===== src/verilog/lpt_pkg.sv =====
// Package of constants for the low-power one-shot timer.
package lpt_pkg;
   // ****************************************************
   // Register indices; byte address is four times the index.
   // ****************************************************
   localparam logic [9:0] IDX_SYSTEM_INTERRUPT_STATUS  = 10'h010;
   localparam logic [9:0] IDX_INT_CLR  = 10'h011;
   localparam logic [9:0] IDX_INT_EN   = 10'h014;
   localparam logic [9:0] IDX_RELOAD   = 10'h0A0;
   localparam logic [9:0] IDX_INT_SRC  = 10'h0A2;
   localparam logic [9:0] IDX_CTL      = 10'h0A3;
   localparam logic [9:0] IDX_COUNT    = 10'h0A4;
   // ****************************************************
   // Field positions and reset values.
   // ****************************************************
   localparam int          CTL_ENABLE_BIT = 0;
   localparam int          CTL_RELOAD_BIT = 1;
   localparam int          CTL_AUTO_BIT   = 2;
   localparam int          UFLOW_BIT      = 0;
   localparam int          SUMMARY_BIT    = 0;
   localparam logic [15:0] RELOAD_RESET   = 16'h0000;
   localparam logic [15:0] COUNT_RESET    = 16'h0000;
   localparam logic [1:0]  RESP_OKAY      = 2'h0;
   localparam logic [1:0]  RESP_SLVERR    = 2'h2;
   // ****************************************************
   // Timing.
   // ****************************************************
   localparam int OSC_HZ       = 20000;
   localparam int TICK_MS      = 1;
   localparam int TICKS_PER_MS = OSC_HZ * TICK_MS / 1000;
endpackage : lpt_pkg


===== src/verilog/lpt_timer.sv =====
// Low-power one-shot timer with an AXI4-Lite register slave.
`timescale 1ns/1ps
module lpt_timer #(
   parameter int CNT_W = 16
) (
   input  wire logic              aclk,
   input  wire logic              aresetn,
   input  wire logic [11:0]       s_axi_awaddr,
   input  wire logic [2:0]        s_axi_awprot,
   input  wire logic              s_axi_awvalid,
   output logic                   s_axi_awready,
   input  wire logic [31:0]       s_axi_wdata,
   input  wire logic [3:0]        s_axi_wstrb,
   input  wire logic              s_axi_wvalid,
   output logic                   s_axi_wready,
   output logic [1:0]             s_axi_bresp,
   output logic                   s_axi_bvalid,
   input  wire logic              s_axi_bready,
   input  wire logic [11:0]       s_axi_araddr,
   input  wire logic [2:0]        s_axi_arprot,
   input  wire logic              s_axi_arvalid,
   output logic                   s_axi_arready,
   output logic [31:0]            s_axi_rdata,
   output logic [1:0]             s_axi_rresp,
   output logic                   s_axi_rvalid,
   input  wire logic              s_axi_rready,
   input  wire logic              osc_20k,
   output logic                   irq_n
);
   localparam logic [4:0] PRE_LAST = 5'(lpt_pkg::TICKS_PER_MS - 1);

   // ****************************************************
   // Oscillator crossing.
   // ****************************************************
   // The oscillator is slow against aclk, so each rising edge is seen once.
   logic [2:0] osc_sync_ff;
   logic       osc_lvl_ff;
   logic       osc_rise;
   always_ff @(posedge aclk) begin
      if (!aresetn) begin
         osc_sync_ff <= 3'h0;
         osc_lvl_ff  <= 1'b0;
      end else begin
         osc_sync_ff <= {osc_sync_ff[1:0], osc_20k};
         if (osc_sync_ff[1] == osc_sync_ff[2]) begin
            osc_lvl_ff <= osc_sync_ff[2];
         end
      end
   end
   assign osc_rise = (osc_sync_ff[1] == osc_sync_ff[2]) && osc_sync_ff[2] && !osc_lvl_ff;

   // ****************************************************
   // Write channel.
   // ****************************************************
   logic              aw_got_ff;
   logic              w_got_ff;
   logic [9:0]        wr_idx_ff;
   logic [31:0]       wdata_ff;
   logic [3:0]        wstrb_ff;
   logic              bvalid_ff;
   logic [1:0]        bresp_ff;
   logic              do_wr;
   logic              wr_map;
   logic [15:0]       wr_mask;
   assign s_axi_awready = !aw_got_ff;
   assign s_axi_wready  = !w_got_ff;
   assign s_axi_bvalid  = bvalid_ff;
   assign s_axi_bresp   = bresp_ff;
   assign do_wr   = aw_got_ff && w_got_ff && !bvalid_ff;
   assign wr_mask = {{8{wstrb_ff[1]}}, {8{wstrb_ff[0]}}};
   assign wr_map  = wr_idx_ff inside {lpt_pkg::IDX_INT_CLR, lpt_pkg::IDX_INT_EN,
                    lpt_pkg::IDX_RELOAD, lpt_pkg::IDX_INT_SRC, lpt_pkg::IDX_CTL};

   always_ff @(posedge aclk) begin
      if (!aresetn) begin
         aw_got_ff <= 1'b0;
         w_got_ff  <= 1'b0;
         wr_idx_ff <= 10'h000;
         wdata_ff  <= 32'h0000_0000;
         wstrb_ff  <= 4'h0;
         bvalid_ff <= 1'b0;
         bresp_ff  <= lpt_pkg::RESP_OKAY;
      end else begin
         if (s_axi_awvalid && !aw_got_ff) begin
            aw_got_ff <= 1'b1;
            wr_idx_ff <= s_axi_awaddr[11:2];
         end else if (do_wr) begin
            aw_got_ff <= 1'b0;
         end
         if (s_axi_wvalid && !w_got_ff) begin
            w_got_ff <= 1'b1;
            wdata_ff <= s_axi_wdata;
            wstrb_ff <= s_axi_wstrb;
         end else if (do_wr) begin
            w_got_ff <= 1'b0;
         end
         if (do_wr) begin
            bvalid_ff <= 1'b1;
            bresp_ff  <= wr_map ? lpt_pkg::RESP_OKAY : lpt_pkg::RESP_SLVERR;
         end else if (s_axi_bready) begin
            bvalid_ff <= 1'b0;
         end
      end
   end

   logic wr_reload;
   logic wr_ctl;
   logic wr_ien;
   logic flag_clr;
   logic ctl_load;
   assign wr_reload = do_wr && (wr_idx_ff == lpt_pkg::IDX_RELOAD);
   assign wr_ctl    = do_wr && (wr_idx_ff == lpt_pkg::IDX_CTL) && wstrb_ff[0];
   assign wr_ien    = do_wr && (wr_idx_ff == lpt_pkg::IDX_INT_EN) && wstrb_ff[0];
   assign ctl_load  = wr_ctl && wdata_ff[lpt_pkg::CTL_RELOAD_BIT];
   assign flag_clr  = do_wr && wstrb_ff[0] && wdata_ff[lpt_pkg::UFLOW_BIT]
                      && (wr_idx_ff == lpt_pkg::IDX_INT_SRC
                          || wr_idx_ff == lpt_pkg::IDX_INT_CLR);

   // ****************************************************
   // Control registers.
   // ****************************************************
   logic [CNT_W-1:0] reload_ff;
   logic             auto_ff;
   logic             ien_ff;
   always_ff @(posedge aclk) begin
      if (!aresetn) begin
         reload_ff <= CNT_W'(lpt_pkg::RELOAD_RESET);
      end else if (wr_reload) begin
         reload_ff <= CNT_W'((reload_ff & ~wr_mask) | (wdata_ff[15:0] & wr_mask));
      end
   end
   always_ff @(posedge aclk) begin
      if (!aresetn) begin
         auto_ff <= 1'b0;
         ien_ff  <= 1'b0;
      end else begin
         if (wr_ctl) begin
            auto_ff <= wdata_ff[lpt_pkg::CTL_AUTO_BIT];
         end
         if (wr_ien) begin
            ien_ff <= wdata_ff[lpt_pkg::SUMMARY_BIT];
         end
      end
   end

   // ****************************************************
   // Millisecond prescaler and down counter.
   // ****************************************************
   logic             enable_ff;
   logic             halt_ff;
   logic [4:0]       pre_ff;
   logic [CNT_W-1:0] cnt_ff;
   logic             run;
   logic             dec;
   logic             uflow;
   assign run   = enable_ff && !halt_ff;
   assign dec   = run && osc_rise && (pre_ff == PRE_LAST);
   assign uflow = dec && (cnt_ff == '0);

   always_ff @(posedge aclk) begin
      if (!aresetn) begin
         pre_ff <= 5'h00;
      end else if (ctl_load) begin
         pre_ff <= 5'h00;
      end else if (run && osc_rise) begin
         pre_ff <= (pre_ff == PRE_LAST) ? 5'h00 : pre_ff + 5'h01;
      end
   end
   // A halt keeps both count and prescaler, so a resumed run picks up where it stopped.
   always_ff @(posedge aclk) begin
      if (!aresetn) begin
         cnt_ff <= CNT_W'(lpt_pkg::COUNT_RESET);
      end else if (ctl_load) begin
         cnt_ff <= reload_ff;
      end else if (dec) begin
         cnt_ff <= cnt_ff - CNT_W'(1);
      end
   end
   always_ff @(posedge aclk) begin
      if (!aresetn) begin
         halt_ff <= 1'b0;
      end else if (ctl_load) begin
         halt_ff <= 1'b0;
      end else if (uflow) begin
         halt_ff <= 1'b1;
      end
   end
   always_ff @(posedge aclk) begin
      if (!aresetn) begin
         enable_ff <= 1'b0;
      end else if (wr_ctl) begin
         enable_ff <= wdata_ff[lpt_pkg::CTL_ENABLE_BIT];
      end else if (uflow && auto_ff) begin
         enable_ff <= 1'b0;
      end
   end

   // ****************************************************
   // Underflow flag and interrupt.
   // ****************************************************
   // With auto-disable the flag waits one cycle so enable is already low when it rises.
   logic pend_ff;
   logic flag_ff;
   logic flag_set;
   logic irq_n_ff;
   assign flag_set = (uflow && !auto_ff) || pend_ff;
   always_ff @(posedge aclk) begin
      if (!aresetn) begin
         pend_ff  <= 1'b0;
         flag_ff  <= 1'b0;
         irq_n_ff <= 1'b1;
      end else begin
         pend_ff <= uflow && auto_ff;
         if (flag_set) begin
            flag_ff <= 1'b1;
         end else if (flag_clr) begin
            flag_ff <= 1'b0;
         end
         irq_n_ff <= !(flag_ff && ien_ff);
      end
   end
   assign irq_n = irq_n_ff;

   // ****************************************************
   // Read channel.
   // ****************************************************
   logic        rvalid_ff;
   logic [31:0] rdata_ff;
   logic [1:0]  rresp_ff;
   logic [31:0] rd_val;
   logic        rd_map;
   assign s_axi_arready = !rvalid_ff;
   assign s_axi_rvalid  = rvalid_ff;
   assign s_axi_rdata   = rdata_ff;
   assign s_axi_rresp   = rresp_ff;
   always_comb begin
      rd_val = 32'h0000_0000;
      rd_map = 1'b1;
      unique case (s_axi_araddr[11:2])
         lpt_pkg::IDX_SYSTEM_INTERRUPT_STATUS: rd_val[lpt_pkg::SUMMARY_BIT] = flag_ff;
         lpt_pkg::IDX_INT_EN:  rd_val[lpt_pkg::SUMMARY_BIT] = ien_ff;
         lpt_pkg::IDX_INT_CLR: rd_val = 32'h0000_0000;
         lpt_pkg::IDX_RELOAD:  rd_val[CNT_W-1:0] = reload_ff;
         lpt_pkg::IDX_INT_SRC: rd_val[lpt_pkg::UFLOW_BIT] = flag_ff;
         lpt_pkg::IDX_CTL: begin
            rd_val[lpt_pkg::CTL_ENABLE_BIT] = enable_ff;
            rd_val[lpt_pkg::CTL_AUTO_BIT]   = auto_ff;
         end
         lpt_pkg::IDX_COUNT:   rd_val[CNT_W-1:0] = cnt_ff;
         default:              rd_map = 1'b0;
      endcase
   end
   always_ff @(posedge aclk) begin
      if (!aresetn) begin
         rvalid_ff <= 1'b0;
         rdata_ff  <= 32'h0000_0000;
         rresp_ff  <= lpt_pkg::RESP_OKAY;
      end else if (s_axi_arvalid && !rvalid_ff) begin
         rvalid_ff <= 1'b1;
         rdata_ff  <= rd_val;
         rresp_ff  <= rd_map ? lpt_pkg::RESP_OKAY : lpt_pkg::RESP_SLVERR;
      end else if (s_axi_rready) begin
         rvalid_ff <= 1'b0;
      end
   end

   // Counts oscillator edges apart from the prescaler, so a slip in either one shows up.
   logic [4:0] chk_rise_ff;
   always_ff @(posedge aclk) begin
      if (!aresetn || ctl_load) begin
         chk_rise_ff <= 5'h00;
      end else if (run && osc_rise) begin
         chk_rise_ff <= dec ? 5'h00 : chk_rise_ff + 5'h01;
      end
   end
endmodule : lpt_timer

===== config.mk =====
export PLATFORM = sky130hd
export DESIGN_NAME = lpt_timer
export DESIGN_NICKNAME = d
export VERILOG_FILES = /design/src/verilog/lpt_pkg.sv /design/src/verilog/lpt_timer.sv
export SDC_FILE = /design/constraint.sdc
export NUM_CORES = 1
export LEC_CHECK = 0
export BUFFER_PORTS_ARGS = -buffer_cell sky130_fd_sc_hd__clkbuf_2
export CAP_MARGIN = 20
export CORE_MARGIN = 5
export CORE_UTILIZATION = 53
export DETAILED_ROUTE_END_ITERATION = 8
export HOLD_SLACK_MARGIN = 0.12
export PLACE_DENSITY = 0.8
export SLEW_MARGIN = 25
export SYNTH_ARGS = -nofsm -noshare
export SYNTH_HDL_FRONTEND = slang
export SYNTH_SLANG_ARGS = --single-unit

===== constraint.sdc =====
create_clock -name aclk -period 2.9 [get_ports aclk]
set_input_delay 0.58 -clock aclk [delete_from_list [all_inputs] [get_ports aclk]]
set_output_delay 0.58 -clock aclk [all_outputs]
set_load 0.02 [all_outputs]

==> run summary, run 1 <==
TritonCTS Buffers: 9
Diode count: 0
Total gr overflow: 0
CP max FO: 17
Max H-tree Level: 3
VDD IR max: 0.261 mV
Post-CTS Resized: 0
Root Buffer: clkbuf_8
Final hold slack: 402 ps
Placed Instances: 665
Slowest cell delay on critical path: 570 ps
Mapped Cells: 509
Worst Setup Slack, final: 543 ps
Hpwl dp: 6940 microns
Rel. slew slack: 52.3%
Mux cell area share after synthesis: 8.75%
CTS tree: built
Final Hold Viols: 0
Core area: 8130 sq um
Die area: 10200 sq um
Final #Nets: 649
Setup WS pre-CTS: 594 ps
DR WL/cell: 14.1 microns
Cell variety after synth: 52
Synth warn: 0
DRC viols: 0
Critical path class: reg2reg
Post-synth ARST share: 0%
IO buf count: 69
Most common cell after layout, fill and taps aside: dfxtp_1
Power, Total: 2.41 mW
Power density cells: 490 nW/um^2
Setup-failing EPs final: 0
Status: complete, no violations
Adder-Cell Fraction of Synth Area: 1.14%
Initial Utilization: 53.8%
Post-layout util: 60.5%
Syn avg cell area: 8.60 sq um
Final Skew: 8.10 ps
Min Clock Period, post-route: 2360 ps
WP data required: 3140 ps
Via-per-instance ratio: 5.46
Post-synth EDFFs: 0
Layout area overhead: 12.6%
Vias in the first global route: 3469
Worst Setup Start Kind: register
Lkg Pwr: 2.00 nW
Global-route wire length before repair: 16000 microns
Register area share after synthesis: 44.8%
Critical path origin: wr_idx_ff[5]
Max-slew violations: 0
Worst hold start: s_axi_rready
Via Count: 3719
MaxCap Viol Count: 0
Layout cells sized above 1: 17.4%
Ys flop type: dfxtp_1
Post-route ant nets: 0
Cell at the slowest stage of the critical path: or4bb_4
Ratio of final minimum period to clock period: 81.3%
Reg clk slew, reported paths: 90 ps
CP Cell Sequence: or4bb_4, nor4_2, nand2_1, o211ai_1, a21oi_1
Row Count: 33
Post-Synth Simple-Gate Area: 23.0%
Total GRT Usage: 19.3%
Routability Congestion: 0.883
Most frequent cells in the layout: dfxtp_1 (98), nand2_1 (78), clkbuf_2 (69)
Clock sink count: 98
Number of synthesized register bits: 98
Reg2reg start: wr_idx_ff[5]
Post-CTS setup buffer count: 0
First DRT Iteration DRCs: 223
Post-Layout Inst Area: 4920 sq um
Hold WC Path Type: in2reg
RSZ-0062 raised after global routing: false
Area after DPL: 4740 sq um
Maximum number of pins on one net before global-route repair: 42
Synthesized area: 4380 sq um
Pre-antenna DRT Iters: 4
Clk_lat worst skew: 350 ps
Post-Synth XOR/XNOR Area: 2.80%
Hold buffers post-CTS: 0
Chip height: 101 microns
Clk buf depth: 2
Initial antenna violation count: 0
Chip width: 101 microns
Main combinational cell family by area after synthesis: simple AND/OR/NAND/NOR gates
CP Capture Type: register
Post-route setup TNS: 0 ps
Final cell count without fillers: 681
Upper clock frequency limit: 424 MHz
WL final: 9600 microns
CP Data Arrival Time: 2600 ps
Tightest Pin Transition: 710 ps
IO Pins: 116
Compound-gate portion of the synthesized area: 13.5%
-- cells by family after synthesis --
group,count (synthesis)
AO/OA/AOI/OAI,100
XOR/XNOR,14
adder cells (fa/ha/maj),4
buffers and inverters,48
flip-flops,98
multiplexers,38
other,1
AND/OR/NAND/NOR,206
-- path summary, 6_finish.rpt --
| kind | to | slack (ps) | depth (start not counted) |
|---|---|---|---|
| setup / recovery | cnt_ff[1] | 540 | 5 |
| hold / removal | s_axi_rvalid | 400 | 2 |
| setup reg to reg | cnt_ff[1] | 540 | 5 |
| hold reg to reg | irq_n | 430 | 1 |
-- cell usage after synthesis, types with 2 or more instances --
library cell,n,area share [%]
nor2b_1,3,0.43
nand2b_1,6,0.86
nor3b_1,4,0.69
o21a_1,2,0.34
nor3_1,6,0.69
mux2_2,2,0.51
a31oi_1,2,0.29
o21ai_0,6,0.69
and3_1,2,0.29
nand3b_1,3,0.51
nor4bb_1,3,0.69
dfxtp_1,98,45
or2_2,2,0.29
inv_1,6,0.51
nand4_1,5,0.71
a21oi_1,54,6.2
buf_1,3,0.26
nand2_1,78,6.7
xor2_1,6,1.2
nor2_1,58,5.0
mux2i_1,36,8.2
or4_1,2,0.34
xnor2_1,8,1.6
nor4_1,8,1.1
a2bb2oi_1,14,2.8
or4_4,2,0.51
nand3_1,9,1.0
ha_1,4,1.1
o21ai_1,10,1.1
a211oi_1,3,0.51
or3_1,3,0.43
clkbuf_1,19,1.6
a22oi_1,3,0.51
and2_1,4,0.57
buf_4,18,3.1
-- cell type report --
class	count	area, sq um
Sequential cell	98	1960
Tap cell	105	131
Clock buffer	13	159
Multi-Input combinational cell	380	2220
Fill cell	694	3210
Inverter	7	26.3
Timing Repair Buffer	75	403
Clock inverter	3	21.3
-- per-layer routing --
layer	track usage [%]	share of wire (%)	up-vias	wire length [microns]
li1	-	-	1867	-
met1	25.0	44	1723	4230
met3	4.01	6.6	10	631
met2	32.4	48	119	4630
met4	5.60	1.1	0	108
met5	0	0	-	0
-- critical path, delay by kind of cell, from the launching register on --
kind,cells,cell delay [ps]
AND/OR/NAND/NOR,3,1510
flip-flops,1,390
AO/OA/AOI/OAI,2,330
-- power breakdown --
part	leakage (nW)	total [mW]	internal (mW)	switching, mW
combinational	1.12	0.203	0.0709	0.132
sequential	0.795	1.40	1.38	0.0252
clock	0.0900	0.809	0.362	0.448
Power figures use the tool's default switching activity.
==> inputs of run 2 (changes only) <==
--- a/config.mk
+++ b/config.mk
@@ -5,13 +5,14 @@
 export SDC_FILE = /design/constraint.sdc
 export NUM_CORES = 1
 export LEC_CHECK = 0
+export ABC_AREA = 1
 export BUFFER_PORTS_ARGS = -buffer_cell sky130_fd_sc_hd__clkbuf_2
 export CAP_MARGIN = 20
 export CORE_MARGIN = 5
-export CORE_UTILIZATION = 53
+export CORE_UTILIZATION = 49
 export DETAILED_ROUTE_END_ITERATION = 8
 export HOLD_SLACK_MARGIN = 0.12
-export PLACE_DENSITY = 0.8
+export PLACE_DENSITY = 0.77
 export SLEW_MARGIN = 25
 export SYNTH_ARGS = -nofsm -noshare
 export SYNTH_HDL_FRONTEND = slang
==> constraint.sdc (replaced) <==
create_clock -name aclk -period 1.9 [get_ports aclk]
set_input_delay 0.38 -clock aclk [delete_from_list [all_inputs] [get_ports aclk]]
set_output_delay 0.38 -clock aclk [all_outputs]
set_load 0.02 [all_outputs]
==> run 2 against run 1 <==
  * Synthesized cell count rose by 38%
  * Cell area rose by 11%
  * First-iteration DRC count rose by 22%
  * Total power rose by 64%
  * Combinational power rose by 110%
  * Via count rose by 22%
  * Clock power rose by 67%
  * Core utilization fell by 4.4 points
  * Area after synthesis rose by 11%
  * Register-to-register slack got worse by 280 ps
  * Die area rose by 18%
  * Critical endpoint is now wstrb_ff[0]
  * Largest power group unchanged
  * Highest routed layer unchanged
==> run summary, run 2 <==
Gate power share: 10.6% (+2.2 points)
Die area: 12000 sq um (+18%)
Post-synth top cells: nand2_1 (127), nor2_1 (117), dfxtp_1 (98), inv_1 (83), nand3_1 (68)
CP Buf/Inv Count: 1 (+1)
Post-synth ARST share: 0% (unchanged)
Final #Nets: 841 (+30%)
Final Skew: 10.1 ps (+1.96 ps)
Layout area overhead: 12.1%
Most frequent cells in the layout: nand2_1 (127), nor2_1 (116), dfxtp_1 (98)
Most common cell after layout, fill and taps aside: nand2_1
Row Count: 36 (+9.1%)
Syn avg cell area: 6.96 sq um (-19%)
CP Data Arrival Time: 1860 ps (-740 ps)
Reg clk slew, reported paths: 90 ps (about the same)
Clock sink count: 98 (unchanged)
GR Util met3: 2.23% (-1.8 points)
Sequential power share: 55.3% (-2.7 points)
MaxCap Viol Count: 0 (unchanged)
Yosys top cell by area: dfxtp_1
Clk_lat worst skew: 360 ps (about the same)
Placed Instances: 885 (+33%)
CP Capture Type: register
Via-per-instance ratio: 5.05 (-7.6%)
TritonCTS Buffers: 9 (unchanged)
Ratio of final minimum period to clock period: 86.0% (+4.7 points)
Tightest Pin Transition: 722 ps (+11.7 ps)
DR WL/cell: 12.6 microns (-11%)
Final cell count without fillers: 900 (+32%)
Register area share after synthesis: 40.2% (-4.6 points)
Post-route setup TNS: 0 ps (unchanged)
Slowest cell delay on critical path: 420 ps (-150 ps)
Critical path class: reg2reg
Filler cells: 946 (+36%)
Initial Utilization: 50.1% (-3.7 points)
Diode count: 0 (unchanged)
IO Pins: 116 (unchanged)
CP top delay family: simple AND/OR/NAND/NOR gates
Upper clock frequency limit: 612 MHz (+44%)
Hold WC Path Type: in2reg
CP max FO: 21 (+4)
Root Buffer: clkbuf_8
Cell at the slowest stage of the critical path: nor2_2
Final hold slack: 206 ps (-195 ps)
Global-route wire length before repair: 19100 microns (+20%)
Post-CTS setup buffer count: 0 (unchanged)
Synthesized area: 4880 sq um (+11%)
Pre-antenna DRT Iters: 5 (+1)
First DRT Iteration DRCs: 271 (+22%)
Layout cells sized above 1: 17.1% (-0.28 points)
Synth top area share: 40.2% (-4.6 points)
Cell with the most instances after synthesis: nand2_1
Routability Congestion: 0.926 (+4.8%)
Cell variety after synth: 34 (-35%)
Post-Layout Inst Area: 5470 sq um (+11%)
Hpwl dp: 8340 microns (+20%)
Internal cell power: 2.92 mW (+61%)
Hold buffers post-CTS: 0 (unchanged)
Number of synthesized register bits: 98 (unchanged)
Initial antenna violation count: 0 (unchanged)
VDD IR max: 0.619 mV (+140%)
IO buf count: 69 (unchanged)
Post-synth EDFFs: 0 (unchanged)
Post-route ant nets: 0 (unchanged)
Status: complete, no violations
DRC viols: 0 (unchanged)
Chip height: 110 microns (+8.8%)
Via Count: 4541 (+22%)
WL final: 11300 microns (+18%)
Final Hold Viols: 0 (unchanged)
Sw power: 1.03 mW (+70%)
Met1 Resource Use GR: 24.6% (-0.35 points)
Ys flop type: dfxtp_1
Met2 GRT Util: 34.1% (+1.7 points)
Clock Power Share: 34.1% (+0.6 points)
WP data required: 2130 ps (-1010 ps)
Rel. slew slack: 51.8% (-0.48 points)
Maximum number of pins on one net before global-route repair: 74 (+76%)
Worst Setup Start Kind: register
Total gr overflow: 0 (unchanged)
Clk buf depth: 2 (unchanged)
Core area: 9730 sq um (+20%)
Synth warn: 0 (unchanged)
Max-slew violations: 0 (unchanged)
Min Clock Period, post-route: 1630 ps (-724 ps)
Lkg Pwr: 2.67 nW (+33%)
Largest cells by area after synthesis: dfxtp_1 (40%), nand2_1 (9.8%), nor2_1 (9.0%), nand3_1 (7.0%), inv_1 (6.4%)
Busiest grt layer: met2
CTS tree: built
Setup-failing EPs final: 0 (unchanged)
Chip width: 110 microns (+8.8%)
Switch share: 26.1% (+1.0 points)
Mapped Cells: 701 (+38%)
Vias in the first global route: 4336 (+25%)
RSZ-0062 raised after global routing: false
Power density cells: 722 nW/um^2 (+47%)
CP Cell Sequence: nor2_2, inv_1, o21ai_0, a21oi_1
Area after DPL: 5270 sq um (+11%)
Total GRT Usage: 19.6% (+0.31 points)
Max H-tree Level: 3 (unchanged)
## run 2: changes by cell type after synthesis, moves of 27 or more
cell     change
a21oi_1     -27
nor2_1      +59
o21ai_0     +32
inv_1       +77
mux2i_1     -36
nand3_1     +59
nand2_1     +49
## run 2: through the flow
step	worst slack, ps	util, %	power, mW
final	267	56.2	3.95
after global routing	32.0	56.2	4.12
after CTS	273	56.2	3.98
after detailed placement	-203	54.2	2.65
after global placement	-77.4	54.2	2.63
after floorplan	452	-	2.53
## run 2: tightest hold or removal path, delay by kind of cell
kind	cells	cell delay [ps]
buf+inv	2	120
simple gates	1	40
## run 2: kinds of logic (layout without fill, tap and decap cells)
| kind of cell | count (synthesis) | after routing | share of synthesized area (%) |
|---|---|---|---|
| AND/OR/NAND/NOR | 347 | 347 | 31.1 |
| buffers and inverters | 135 | 184 | 12.4 |
| AO/OA/AOI/OAI | 110 | 110 | 14.1 |
| flip-flops | 98 | 98 | 40.2 |
| XOR/XNOR | 6 | 6 | 1.08 |
| adder cells (fa/ha/maj) | 4 | 4 | 1.03 |
| other | 1 | 18 | 0.0769 |
## run 2: what timing repair did
action | 4_1_cts | 5_1_grt
endpoints found under the hold margin | 0 | 0
setup endpoints to repair | 3 | 0
gates resized for setup | 1 | 0
## run 2: path summary, 6_finish.rpt
check,startpoint,endpoint,slack (ps),depth (start not counted)
worst min register to register,osc_sync_ff[0],osc_sync_ff[1],430,2
worst max register to register,w_got_ff,wstrb_ff[0],270,4
worst max-delay path,w_got_ff,wstrb_ff[0],270,4
worst min-delay path,osc_20k,osc_sync_ff[0],210,3
## run 2: area by class of cell
| type | count | area [sq um] | share of cell area (%) |
|---|---|---|---|
| flip-flops and latches | 98 | 1960 | 35.9 |
| well taps | 133 | 166 | 3.04 |
| inverters | 91 | 344 | 6.30 |
| clock inverters | 4 | 51.3 | 0.939 |
| clock buffers | 11 | 141 | 2.59 |
| multi-input cells | 485 | 2370 | 43.5 |
| repair buffers | 78 | 425 | 7.78 |
## run 2: power groups by stage
| stage | Clock [mW] | Combinational [mW] | Sequential (mW) |
|---|---|---|---|
| final | 1.35 | 0.417 | 2.18 |
| after global routing | 1.45 | 0.467 | 2.20 |
| after CTS | 1.37 | 0.419 | 2.18 |
| after detailed placement | 0 | 0.416 | 2.23 |
| after global placement | 0 | 0.401 | 2.23 |
| after floorplan | 0 | 0.278 | 2.25 |
## run 2: layer usage
metal,share of wire [%],wire length (microns)
met5,0,0
met1,45,5050
met4,2.1,241
met2,48,5430
met3,5.4,608
